==> src/rtl/charge_ctrl_consts.vh <==
// constants for the charge cycle and mode controller
// assumes: included by the controller, its monitor and its bench, APB data 32 bits wide
`ifndef CHARGE_CTRL_CONSTS_VH
`define CHARGE_CTRL_CONSTS_VH
// ----------------------------------------
// register byte offsets
// ----------------------------------------
`define OFF_CTRL 12'h000
`define OFF_LIM 12'h004
`define OFF_STAT 12'h008
// ----------------------------------------
// control register fields
// ----------------------------------------
`define C_CHG_EN 0
`define C_TERM_EN 1
`define C_PULSE_MODE_DISABLE 2
`define C_BOOST_EN 3
`define C_BOOST_CURRENT_SELECT 4
`define C_RECHG 5
`define C_WARM_V 6
`define C_COOL_I 7
`define C_STATF_LO 8
`define C_STATF_HI 9
`define C_WD_LO 10
`define C_WD_HI 11
`define C_TOP_LO 12
`define C_TOP_HI 13
`define C_WATCHDOG_RESTART_BIT 14
`define C_REG_RST 15
`define CTRL_W 14
`define CTRL_RST 14'h0403
// ----------------------------------------
// limit register fields
// ----------------------------------------
`define L_IIN_LO 0
`define L_IIN_HI 4
`define L_ICHG_LO 9
`define L_ICHG_HI 15
`define L_BDIS 18
`define LIM_W 19
`define LIM_RST 19'h1_40c5
`define LIM_KEEP 19'h7_01ff
// ----------------------------------------
// codes
// ----------------------------------------
`define IIN_STARTUP 5'h02
`define IIN_PFM_MIN 5'h05
`define IIN_USB 5'h05
`define SRC_NONE 3'h0
`define SRC_USB 3'h1
`define SRC_ADP 3'h3
`define SRC_BOOST 3'h7
`define PH_DIS 2'h0
`define PH_PRE 2'h1
`define PH_FAST 2'h2
`define PH_DONE 2'h3
`define CUR_SHORT 2'h0
`define CUR_PRE 2'h1
`define CUR_FAST 2'h2
`define STATF_OFF 2'h3
`define CODE_OFF 2'h0
// ----------------------------------------
// timing
// ----------------------------------------
`define TW 26
// sized to the timer width so the products never get truncated
`define CLK_HZ 26'h17d_7840
`define MS_PER_S 26'h03e8
`define S_PER_MIN 26'h003c
`define S_PER_H 26'h0e10
`define T_BOOST_MS 26'h001e
`define T_SAFETY_H 26'h000a
`define T_WD_S 26'h0028
`define T_TOP_MIN 26'h000f
`define T_BLINK_MS 26'h01f4
`endif

==> src/rtl/charge_cycle_mode_control.v <==
// supervisory logic of a one-cell charger: start-up current cap,
// pulse-mode gating, boost qualification, watchdog modes, charge cycle
// assumes: APB master on pclk, analog levels already synchronous
//
// The implementer's own choices: the APB slave port and the register addresses.
`timescale 1ns/1ps
`include "charge_ctrl_consts.vh"
module charge_cycle_mode_control #(
   parameter [`TW-1:0] TICK_CYC = `CLK_HZ / `MS_PER_S,
   parameter [`TW-1:0] BOOST_CYC = `T_BOOST_MS * (`CLK_HZ / `MS_PER_S),
   parameter [`TW-1:0] SAFETY_MS = `T_SAFETY_H * `S_PER_H * `MS_PER_S,
   parameter [`TW-1:0] WD_MS = `T_WD_S * `MS_PER_S,
   parameter [`TW-1:0] TOP_MS = `T_TOP_MIN * `S_PER_MIN * `MS_PER_S,
   parameter [`TW-1:0] BLINK_MS = `T_BLINK_MS,
   parameter [4:0] IIN_ADAPTER = 5'h18
)(
   // apb slave
   input wire pclk,
   input wire presetn,
   input wire psel,
   input wire penable,
   input wire pwrite,
   input wire [11:0] paddr,
   input wire [31:0] pwdata,
   output wire pready,
   output wire [31:0] prdata,
   output wire pslverr,
   // device pins
   input wire source_select,
   input wire ce_n,
   output wire status_pin_out,
   output wire status_pin_oe,
   output wire int_pulse,
   // analog comparator levels
   input wire converter_on,
   input wire sys_below_2v2,
   input wire bat_below_2v2,
   input wire bat_below_3v,
   input wire bat_above_boost,
   input wire vbus_sleep,
   input wire ts_boost_ok,
   input wire ts_cold,
   input wire ts_cool,
   input wire ts_warm,
   input wire ts_hot,
   input wire chg_below_term,
   input wire bat_above_rechg_lo,
   input wire bat_above_rechg_hi,
   input wire in_current_reg,
   input wire in_voltage_reg,
   input wire thermal_reg,
   // converter controls
   output wire [4:0] input_current_limit,
   output wire pulse_mode_allowed,
   output wire boost_active,
   output wire boost_current_select,
   output wire charge_path_on,
   output wire [1:0] current_select,
   output wire cool_derate_half,
   output wire cool_derate_20pct,
   output wire warm_voltage_low
);
   localparam TW = `TW;
   localparam ST_IDLE = 2'h0;
   localparam ST_CHG = 2'h1;
   localparam ST_TOP = 2'h2;
   localparam ST_DONE = 2'h3;

   reg [`CTRL_W-1:0] ctrl_reg;
   reg [`LIM_W-1:0] lim_reg;
   reg [31:0] prdata_reg;
   reg host_mode_reg;
   reg psel_seen_reg;
   reg psel_prev_reg;
   reg [TW-1:0] tick_cnt_reg;
   reg [TW-1:0] wd_cnt_reg;
   reg [TW-1:0] boost_cnt_reg;
   reg [TW-1:0] safe_cnt_reg;
   reg [TW-1:0] top_cnt_reg;
   reg [TW-1:0] blink_cnt_reg;
   reg blink_reg;
   reg half_ph_reg;
   reg [1:0] state_reg;
   reg [1:0] top_len_reg;
   reg safety_fault_reg;
   reg chg_req_reg;
   reg int_reg;
   reg [4:0] iin_eff_reg;

   // wd periods double, top-off lengths step linearly
   function [TW-1:0] scale;
      input [1:0] code;
      input [TW-1:0] base;
      input pow2;
      begin
         case (code)
            2'h1: scale = base;
            2'h2: scale = base << 1;
            2'h3: scale = pow2 ? base << 2 : (base << 1) + base;
            default: scale = {TW{1'h0}};
         endcase
      end
   endfunction

   // ----------------------------------------
   // apb access
   // ----------------------------------------
   wire acc = psel & penable;
   wire hit_ctrl = paddr == `OFF_CTRL;
   wire hit_lim = paddr == `OFF_LIM;
   wire hit_stat = paddr == `OFF_STAT;
   wire wr_ctrl = acc & pwrite & hit_ctrl;
   wire wr_lim = acc & pwrite & hit_lim;
   wire watchdog_restart_bit_wr = wr_ctrl & pwdata[`C_WATCHDOG_RESTART_BIT];
   wire reg_rst_wr = wr_ctrl & pwdata[`C_REG_RST];
   assign pready = 1'h1;
   assign pslverr = acc & ~(hit_ctrl | hit_lim | hit_stat);
   assign prdata = prdata_reg;

   // ----------------------------------------
   // field views
   // ----------------------------------------
   wire [4:0] iin = lim_reg[`L_IIN_HI:`L_IIN_LO];
   wire [6:0] ichg = lim_reg[`L_ICHG_HI:`L_ICHG_LO];
   wire bdis = lim_reg[`L_BDIS];
   wire [1:0] wd_sel = ctrl_reg[`C_WD_HI:`C_WD_LO];
   wire [1:0] top_sel = ctrl_reg[`C_TOP_HI:`C_TOP_LO];
   wire [1:0] statf = ctrl_reg[`C_STATF_HI:`C_STATF_LO];

   // ----------------------------------------
   // time base and pacing
   // ----------------------------------------
   wire tick = tick_cnt_reg == TICK_CYC - 1'h1;
   wire regul = in_current_reg | in_voltage_reg | thermal_reg;
   wire ts_out = ts_cold | ts_hot;
   wire half = regul | ts_cool;
   wire slow_tick = tick & (~half | half_ph_reg);
   wire running = (state_reg == ST_CHG || state_reg == ST_TOP)
      & ~ts_out & converter_on;
   wire [TW-1:0] wd_lim = scale(wd_sel, WD_MS, 1'h1);
   wire [TW-1:0] top_lim = scale(top_len_reg, TOP_MS, 1'h0);

   // ----------------------------------------
   // charge decisions
   // ----------------------------------------
   wire chg_req = ctrl_reg[`C_CHG_EN] & ~ce_n;
   wire en_rise = chg_req & ~chg_req_reg;
   wire above_rechg = ctrl_reg[`C_RECHG] ? bat_above_rechg_hi
      : bat_above_rechg_lo;
   wire start_ok = converter_on & chg_req & (ichg != 7'h00) & ~ts_out
      & ~safety_fault_reg & ~bdis;
   wire stop = ~chg_req | bdis | ~converter_on;
   wire term = ctrl_reg[`C_TERM_EN] & chg_below_term & above_rechg
      & ~regul & ~ts_cool & ~ts_warm & ~ts_out;
   wire safe_exp = running & slow_tick
      & safe_cnt_reg == SAFETY_MS - 1'h1;
   wire top_exp = state_reg == ST_TOP & running & slow_tick
      & top_cnt_reg == top_lim - 1'h1;
   // a restart landing on the expiry edge keeps host mode
   wire wd_exp = host_mode_reg & wd_sel != `CODE_OFF & tick
      & wd_cnt_reg == wd_lim - 1'h1 & ~watchdog_restart_bit_wr;
   wire psel_load = ~host_mode_reg
      & (~psel_seen_reg | source_select != psel_prev_reg);

   // ----------------------------------------
   // outputs
   // ----------------------------------------
   assign boost_active = ctrl_reg[`C_BOOST_EN] & bat_above_boost
      & vbus_sleep & ts_boost_ok & boost_cnt_reg == BOOST_CYC;
   assign boost_current_select = ctrl_reg[`C_BOOST_CURRENT_SELECT];
   assign pulse_mode_allowed = iin >= `IIN_PFM_MIN
      & ~ctrl_reg[`C_PULSE_MODE_DISABLE];
   assign input_current_limit = iin_eff_reg;
   assign charge_path_on = running;
   assign current_select = bat_below_2v2 ? `CUR_SHORT
      : bat_below_3v ? `CUR_PRE : `CUR_FAST;
   assign cool_derate_half = ts_cool & ~ctrl_reg[`C_COOL_I];
   assign cool_derate_20pct = ts_cool & ctrl_reg[`C_COOL_I];
   assign warm_voltage_low = ts_warm & ctrl_reg[`C_WARM_V];
   assign int_pulse = int_reg;

   wire startup_cap = converter_on & sys_below_2v2;
   wire [4:0] iin_next = (startup_cap & iin > `IIN_STARTUP)
      ? `IIN_STARTUP : iin;
   wire [2:0] src_stat = boost_active ? `SRC_BOOST
      : ~converter_on ? `SRC_NONE
      : source_select ? `SRC_USB : `SRC_ADP;
   wire [1:0] phase = state_reg == ST_IDLE ? `PH_DIS
      : state_reg == ST_CHG
      ? (current_select == `CUR_FAST ? `PH_FAST : `PH_PRE)
      : `PH_DONE;
   wire top_active = state_reg == ST_TOP;
   wire fault = safety_fault_reg | (state_reg != ST_IDLE & ts_out);
   assign status_pin_out = fault ? blink_reg
      : ~(state_reg == ST_CHG | state_reg == ST_TOP);
   assign status_pin_oe = statf != `STATF_OFF;
   wire [31:0] stat_word = {14'h0, iin_eff_reg, current_select,
      startup_cap, boost_active, pulse_mode_allowed, safety_fault_reg,
      top_active, ~host_mode_reg, src_stat, phase};

   // ----------------------------------------
   // registers and mode
   // ----------------------------------------
   always @(posedge pclk or negedge presetn)
   begin
      if (!presetn)
      begin
         ctrl_reg <= `CTRL_RST;
         lim_reg <= `LIM_RST;
         host_mode_reg <= 1'h0;
         psel_seen_reg <= 1'h0;
         psel_prev_reg <= 1'h0;
         wd_cnt_reg <= {TW{1'h0}};
         prdata_reg <= 32'h0000_0000;
         iin_eff_reg <= `IIN_STARTUP;
      end
      else
      begin
         iin_eff_reg <= iin_next;
         psel_seen_reg <= 1'h1;
         psel_prev_reg <= source_select;
         if (psel & ~penable)
         begin
            prdata_reg <= hit_ctrl ? {18'h0_0000, ctrl_reg}
               : hit_lim ? {13'h0000, lim_reg}
               : hit_stat ? stat_word : 32'h0000_0000;
         end
         if (watchdog_restart_bit_wr)
         begin
            host_mode_reg <= 1'h1;
            wd_cnt_reg <= {TW{1'h0}};
         end
         else if (wd_exp)
         begin
            host_mode_reg <= 1'h0;
            wd_cnt_reg <= {TW{1'h0}};
         end
         else if (host_mode_reg & wd_sel != `CODE_OFF & tick)
            wd_cnt_reg <= wd_cnt_reg + 1'h1;
         if (wd_exp | reg_rst_wr)
         begin
            ctrl_reg <= `CTRL_RST;
            lim_reg <= (lim_reg & `LIM_KEEP)
               | (`LIM_RST & ~`LIM_KEEP);
         end
         else
         begin
            if (wr_ctrl)
               ctrl_reg <= pwdata[`CTRL_W-1:0];
            if (wr_lim)
               lim_reg <= pwdata[`LIM_W-1:0];
         end
         // pin follows in default mode and beats a same-cycle write
         if (psel_load)
            lim_reg[`L_IIN_HI:`L_IIN_LO] <= source_select
               ? `IIN_USB : IIN_ADAPTER;
      end
   end

   // ----------------------------------------
   // timers
   // ----------------------------------------
   always @(posedge pclk or negedge presetn)
   begin
      if (!presetn)
      begin
         tick_cnt_reg <= {TW{1'h0}};
         half_ph_reg <= 1'h0;
         boost_cnt_reg <= {TW{1'h0}};
         blink_cnt_reg <= {TW{1'h0}};
         blink_reg <= 1'h0;
         safe_cnt_reg <= {TW{1'h0}};
         top_cnt_reg <= {TW{1'h0}};
      end
      else
      begin
         tick_cnt_reg <= tick ? {TW{1'h0}} : tick_cnt_reg + 1'h1;
         if (tick)
            half_ph_reg <= ~half_ph_reg;
         if (~ctrl_reg[`C_BOOST_EN])
            boost_cnt_reg <= {TW{1'h0}};
         else if (boost_cnt_reg != BOOST_CYC)
            boost_cnt_reg <= boost_cnt_reg + 1'h1;
         if (tick)
         begin
            if (blink_cnt_reg == BLINK_MS - 1'h1)
            begin
               blink_cnt_reg <= {TW{1'h0}};
               blink_reg <= ~blink_reg;
            end
            else
               blink_cnt_reg <= blink_cnt_reg + 1'h1;
         end
         // a fresh cycle starts with a fresh timer
         if (state_reg == ST_IDLE | state_reg == ST_DONE)
            safe_cnt_reg <= {TW{1'h0}};
         else if (running & slow_tick)
            safe_cnt_reg <= safe_cnt_reg + 1'h1;
         if (state_reg != ST_TOP | en_rise | reg_rst_wr)
            top_cnt_reg <= {TW{1'h0}};
         else if (running & slow_tick)
            top_cnt_reg <= top_cnt_reg + 1'h1;
      end
   end

   // ----------------------------------------
   // charge cycle sequencer
   // ----------------------------------------
   always @(posedge pclk or negedge presetn)
   begin
      if (!presetn)
      begin
         state_reg <= ST_IDLE;
         top_len_reg <= `CODE_OFF;
         safety_fault_reg <= 1'h0;
         chg_req_reg <= 1'h0;
         int_reg <= 1'h0;
      end
      else
      begin
         int_reg <= 1'h0;
         chg_req_reg <= chg_req;
         // set wins over the clear by a dropped enable
         if (safe_exp)
            safety_fault_reg <= 1'h1;
         else if (~chg_req)
            safety_fault_reg <= 1'h0;
         case (state_reg)
            ST_IDLE:
            begin
               if (start_ok)
                  state_reg <= ST_CHG;
            end
            ST_CHG:
            begin
               if (stop | safe_exp)
               begin
                  state_reg <= ST_IDLE;
                  int_reg <= safe_exp;
               end
               else if (term)
               begin
                  int_reg <= 1'h1;
                  top_len_reg <= top_sel;
                  state_reg <= top_sel != `CODE_OFF ? ST_TOP : ST_DONE;
               end
            end
            ST_TOP:
            begin
               if (stop | safe_exp)
               begin
                  state_reg <= ST_IDLE;
                  int_reg <= safe_exp;
               end
               else if (top_exp)
               begin
                  state_reg <= ST_DONE;
                  int_reg <= 1'h1;
               end
            end
            ST_DONE:
            begin
               if (stop)
                  state_reg <= ST_IDLE;
               else if (~above_rechg & start_ok)
                  state_reg <= ST_CHG;
            end
            default:
               state_reg <= ST_IDLE;
         endcase
      end
   end
endmodule

==> config.mk <==
export PLATFORM = sky130hd
export DESIGN_NAME = charge_cycle_mode_control
export DESIGN_NICKNAME = d
export VERILOG_FILES = /design/src/rtl/charge_cycle_mode_control.v
export VERILOG_INCLUDE_DIRS = /design/src /design/src/rtl
export SDC_FILE = /design/constraint.sdc
export NUM_CORES = 1
export LEC_CHECK = 0
export BUFFER_PORTS_ARGS = -buffer_cell sky130_fd_sc_hd__buf_2
export CAP_MARGIN = 25
export CORE_ASPECT_RATIO = 0.7
export CORE_MARGIN = 8
export CORE_UTILIZATION = 54
export DETAILED_ROUTE_END_ITERATION = 6
export PLACE_DENSITY = 0.8
export SLEW_MARGIN = 5
export SYNTH_ARGS = -nofsm -noshare
export SYNTH_HDL_FRONTEND = slang
export SYNTH_SLANG_ARGS = --single-unit
==> constraint.sdc <==
create_clock -name pclk -period 2.4 [get_ports pclk]
set_input_delay 0.36 -clock pclk [delete_from_list [all_inputs] [get_ports pclk]]
set_output_delay 0.36 -clock pclk [all_outputs]
set_load 0.02 [all_outputs]
== Word level (Yosys, flattened, before mapping) ==
Cells that the tools add are included.

* Eq/ne operators: 29
* Multiplexer cells: 51
* Bitwise operators: 87
* Reduce and logical (&&, ||, !) cells: 19
* $lt $le $gt $ge: 2
* Add/subtract/negate cells: 8

{| class="wikitable"
|+ Operators by type and width
! operator !! count
|-
| 2-to-1 mux 26 bit || 11
|-
| adder 26 x 1 -> 26 bit, second input constant || 6
|-
| one-hot mux 22 bit (3 select lines) || 1
|-
| one-hot mux 18 bit (3 select lines) || 1
|-
| == test 26 bit || 2
|-
| subtractor 26 x 1 -> 26 bit, second input constant || 2
|-
| bitwise AND 1 bit || 46
|-
| 2-to-1 mux 19 bit || 2
|-
| 2-to-1 mux 16 bit || 2
|-
| 2-to-1 mux 14 bit || 2
|-
| 2-to-1 mux 2 bit || 14
|-
| == test 26 x 15 -> 1 bit, second input constant || 1
|-
| == test 26 x 20 -> 1 bit, second input constant || 1
|-
| == test 26 bit, second input constant || 1
|-
| == test 26 x 9 -> 1 bit, second input constant || 1
|-
| != test 26 x 20 -> 1 bit, second input constant || 1
|-
| inverter 1 bit || 24
|-
| 2-to-1 mux 18 bit || 1
|-
| nonzero test 2 bit || 9
|-
| OR 1 bit || 17
|-
| 2-to-1 mux 5 bit || 3
|-
| == test 2 bit, second input constant || 7
|-
| == test 12 x 3 -> 1 bit, second input constant || 1
|-
| == test 12 x 4 -> 1 bit, second input constant || 1
|-
| other kinds (19) || 39
|}

* Output and inout bits: 51
* Word-level logic and storage cells: 218
* Register bits after elaboration: 238
* Input port bits: 68

== Depth between registers and ports, before layout ==
* Depth after elaboration: 11
* Gate-level depth with buffers: 9
* Gate-level depth less buffers: 8

== Least setup slack after synthesis ==
OpenSTA, ideal clock, no wires.

* Path kind: register to register
* From: register ctrl_reg[10]
* To: register ctrl_reg[11]
* Arrival time: 2.484 ns
* Clock period less this slack: 2.605 ns
* Path slack: -0.205 ns
* Buffers on the path: 1
* Stages on the path, launching flop included: 10
* Library setup time: 0.121 ns
* Required time: 2.279 ns
* Path through: dfstp_2 inv_1 ha_1 and3b_1 o2111ai_1 nor4_1 nand2_2 o211a_1 buf_2 a22o_1

* Longest elaborated chain between the ends: 8

{| class="wikitable"
|+ RTL lines
! element !! RTL line !! RTL
|-
| start, declared || charge_cycle_mode_control.v:69 || <nowiki>reg [`CTRL_W-1:0] ctrl_reg;</nowiki>
|-
| start signal, assigned || charge_cycle_mode_control.v:208 || <nowiki>ctrl_reg <= `CTRL_RST;</nowiki>
|-
| start signal, assigned || charge_cycle_mode_control.v:242 || <nowiki>ctrl_reg <= `CTRL_RST;</nowiki>
|-
| start signal, assigned || charge_cycle_mode_control.v:249 || <nowiki>ctrl_reg <= pwdata[`CTRL_W-1:0];</nowiki>
|-
| == test 2 bit / == test 2 x 1 -> 1 bit (equally long branches) || charge_cycle_mode_control.v:96 || <nowiki>case (code)</nowiki>
|-
| one-hot mux 18 bit (3 select lines) || charge_cycle_mode_control.v:96 ||
|-
| subtractor 26 x 1 -> 26 bit || charge_cycle_mode_control.v:161 || <nowiki>& wd_cnt_reg == wd_lim - 1'h1 & ~watchdog_restart_bit_wr;</nowiki>
|-
| == test 26 bit || charge_cycle_mode_control.v:161 ||
|-
| bitwise AND 1 bit (*) (2 in a row) || charge_cycle_mode_control.v:160 || <nowiki>wire wd_exp = host_mode_reg & wd_sel != `CODE_OFF & tick</nowiki>
|-
| OR 1 bit (*) || charge_cycle_mode_control.v:240 || <nowiki>if (wd_exp | reg_rst_wr)</nowiki>
|-
| 2-to-1 mux 14 bit / nonzero test 2 bit (equally long branches) || n/a ||
|}

Mark *: on every way between the ends. The rest lies on a longest branch, timed or not.
A chain may end at the register's enable or synchronous reset.

== Final worst setup path ==
* From: register ctrl_reg[10]
* To: register ctrl_reg[13]

Same word-level chain as after synthesis.

==> metrics.md <==
| Metric | Value |
|---|---|
| Met2 GRT Util | 0.3229 |
| Setup violations, final | 32 |
| Die area | about 0.027 mm2 |
| Rows | between 40 and 50 |
| Slew @ Worst Pin | 0.6878 ns |
| Clock Tree Root | clkbuf_16 |
| Slew margin rel. | 0.5394 |
| Top post-synthesis cells by count | dfrtp_1 (215), nor2_1 (116), nand2_1 (107) |
| Core area | 0.02156 mm2 |
| Initial Util | 0.5460 |
| Worst endpoint required time | 2.80 ns |
| CTS Buf Count | 22 |
| Footprint of the multi-input gates | 0.006120 mm2 |
| Final wirelength | 29.91 mm |
| Worst r2r src | ctrl_reg[10] |
| Die W | ~190 um |
| H-tree depth | 1 |
| Area leader, netlist | dfrtp_1 |
| R2R depth | 11 |
| Final net count | ~1,500 |
| Vias per cell | between 5 and 6 |
| #FFs+latches synth | 225 |
| Final Cycle Share | 1.077 |
| Grt ovf | 0 |
| CP Launch Type | flip-flop |
| Setup CP Type | reg -> reg |
| Worst Setup End Kind | flip-flop |
| Fmax | 387.0 MHz |
| Antenna-violating nets left | 0 |
| I/O pin cnt | 119 |
| Number of synthesized flops with an enable pin | 0 |
| Routability cong. | approximately 0.86 |
| GRT met3 Usage | 0.03869 |
| Crit Path Max Fanout | 11 |
| Synth top area share | 0.4569 |
| Die height | ~140 um |
| Pin count of the biggest net entering global routing | 68 |
| Initial antenna violation count | 0 |
| Post-synthesis sequential area ratio | 0.4792 |
| Worst Hold Class | in -> reg |
| CTS tree | built |
| Avg Synthesized Cell Area | just under 10 um2 |
| Residual DRC | 0 |
| Wirelength per Cell | 17.92 um |
| Cell area power density | a little under 600 mW/mm2 |
| Vias post-DR | 9,548 |
| Max-slew violations | 0 |
| Max Buffers Root-to-Sink | 3 |
| Area delta synth->final | 22.65% |
| Hold Path Origin | source_select |
| Layout cell share with drive strength beyond 1 | 0.2221 |
| Worst setup path start | ctrl_reg[10] |
| Setup TNS | -3.650 ns |
| Grt peak-use layer | met2 |
| Synthesized instance count | 1,190 |
| Hold Path Stages | 1 |
| RSZ-0062 raised after global routing | yes |
| Dpl hpwl | 20.55 mm |
| Failing checks | negative setup slack |
| Largest cells by area after synthesis | dfrtp_1 (46%), xnor2_1 (5.7%), xor2_1 (5.2%) |
| Mapped cell area | 0.01178 mm2 |
| Netlist cell types | 68 |
| Tot Pwr | 8347 uW |
| Peak supply drop | 0.0004319 V |
| # fillers | 1,560 |
| DRT Pass-1 Iters | 5 |
| Final hold violations | 0 |
| Worst EP arrival | 2.99 ns |
| Gr usage total | 0.2147 |
| Min cycle time layout | about 2.6 ns |
| Clock Latency Late Sink | around 0.52 ns |
| Main flop type after synthesis | dfrtp_1 |
| Leakage power | between 0.006 and 0.007 uW |
| Max cap viols | 0 |
| Reg clk slew, reported paths | 0.07 ns |
| Met1 Resource Use GR | 0.3111 |
| First-pass GRT wire length | 48.27 mm |
| IO buf count | 91 |
| DR iter-0 viols | 839 |
| YS warnings | 0 |
| Register area | 0.005643 mm2 |
| Diodes inserted | 0 |
| Setup skew after layout | 0.02675 ns |
| Status | finished, violations left |
| Setup ws final | -0.1838 ns |
| Fraction of registers with async set/reset | 1.000 |
| Vias in the first global route | between 9,000 and 10,000 |
| Worst hold slack | 0.03095 ns |
| Most common cell in the netlist | dfrtp_1 |
| Num Clock Sinks | 225 |
worst max-delay path, stage by stage (launching register included):
cell	delay [ns]
dfstp_2	0.54
inv_2	0.06
ha_4	0.29
nor3b_4	0.19
o2111ai_2	0.17
buf_4	0.18
nor4_4	0.21
nand2_2	0.09
buf_4	0.17
o211a_4	0.25
buf_12	0.14
a22o_1	0.18
cell usage in the layout (no fill, tap or decap), drive strengths merged, types with 5 or more instances in the layout:
cell type / n
ha: 21
conb: 15
xnor2: 77
inv: 35
o21a: 5
o31ai: 16
and3: 31
nand2: 108
and4: 14
a22o: 18
o21ai: 34
or3: 10
nand2b: 6
nor4b: 5
nand3: 63
nor2b: 15
clkbuf: 27
bufinv: 6
dfrtp: 215
mux2i: 20
a22oi: 9
nor3: 30
nand4: 40
buf: 188
and2: 57
a21boi: 7
nor4: 33
dfstp: 10
xor2: 70
a21oi: 18
nor2: 116
mux2: 11
layer usage:
metal | vias up | routed length [um]
met3 | 66 | 2077
met5 | - | 0
met4 | 0 | 764
met2 | 358 | 13510
met1 | 4630 | 13560
li1 | 4494 | -
final timing paths:
| check | to | slack (ns) |
|---|---|---|
| worst max-delay path | ctrl_reg[13] | -0.18 |
| worst min-delay path | psel_prev_reg | 0.03 |
| worst max register to register | ctrl_reg[13] | -0.18 |
| worst min register to register | tick_cnt_reg[25] | 0.47 |
| max in group asynchronous | blink_cnt_reg[19] | 1.16 |
| min in group asynchronous | boost_cnt_reg[19] | 0.37 |
timing repair:
action / 4_1_cts / 5_1_grt
buffers inserted: 15 / 0
resized for setup: 32 / 37
endpoints found under the hold margin: 59 / 0
endpoints found under the setup margin: 32 / 86
cloned: 0 / 1
pin swaps: 14 / 12
hold buffers: 1 / 0
cells by family (layout without fill, tap and decap cells):
| group | Yosys count | count (layout) | share of synthesized area |
|---|---|---|---|
| and+or+nand+nor | 545 | 545 | 0.2478 |
| DFF | 225 | 225 | 0.4792 |
| xor gates and xnor gates | 147 | 147 | 0.1093 |
| AOI/OAI and AO/OA | 138 | 138 | 0.08203 |
| buffers and inverters | 81 | 265 | 0.03113 |
| muxes | 31 | 31 | 0.02752 |
| adders and majority gates | 21 | 21 | 0.02231 |
| other | 2 | 15 | 0.0006378 |
through the flow:
step / instance area [um2] / setup WS (ns) / instances / utilization
after detailed placement: 13120 / -0.2894 / 1612 / 0.6086
after CTS: 14240 / -0.09182 / 1668 / 0.6603
after global routing: 14440 / -0.2839 / 1669 / 0.6697
after floorplan: 11850 / -0.04069 / 1203 / -
after global placement: 13120 / -0.1852 / 1612 / 0.6086
final: 14440 / -0.1838 / 1669 / 0.6697
cell type report:
cell class	instances	area share
clock inverter	14	0.01594
timing repair buffer	190	0.09478
clock buffer	26	0.04132
inverter	35	0.009096
sequential	225	0.3907
tap	282	0.02443
multi-input combinational	897	0.4237
power by group:
part,internal (uW),total [uW],switching [uW]
clock,2430,3960,1530
sequential,3810,3830,15.7
combinational,182,559,377
total,6430,8350,1920
(Power assumes the default switching activity.)
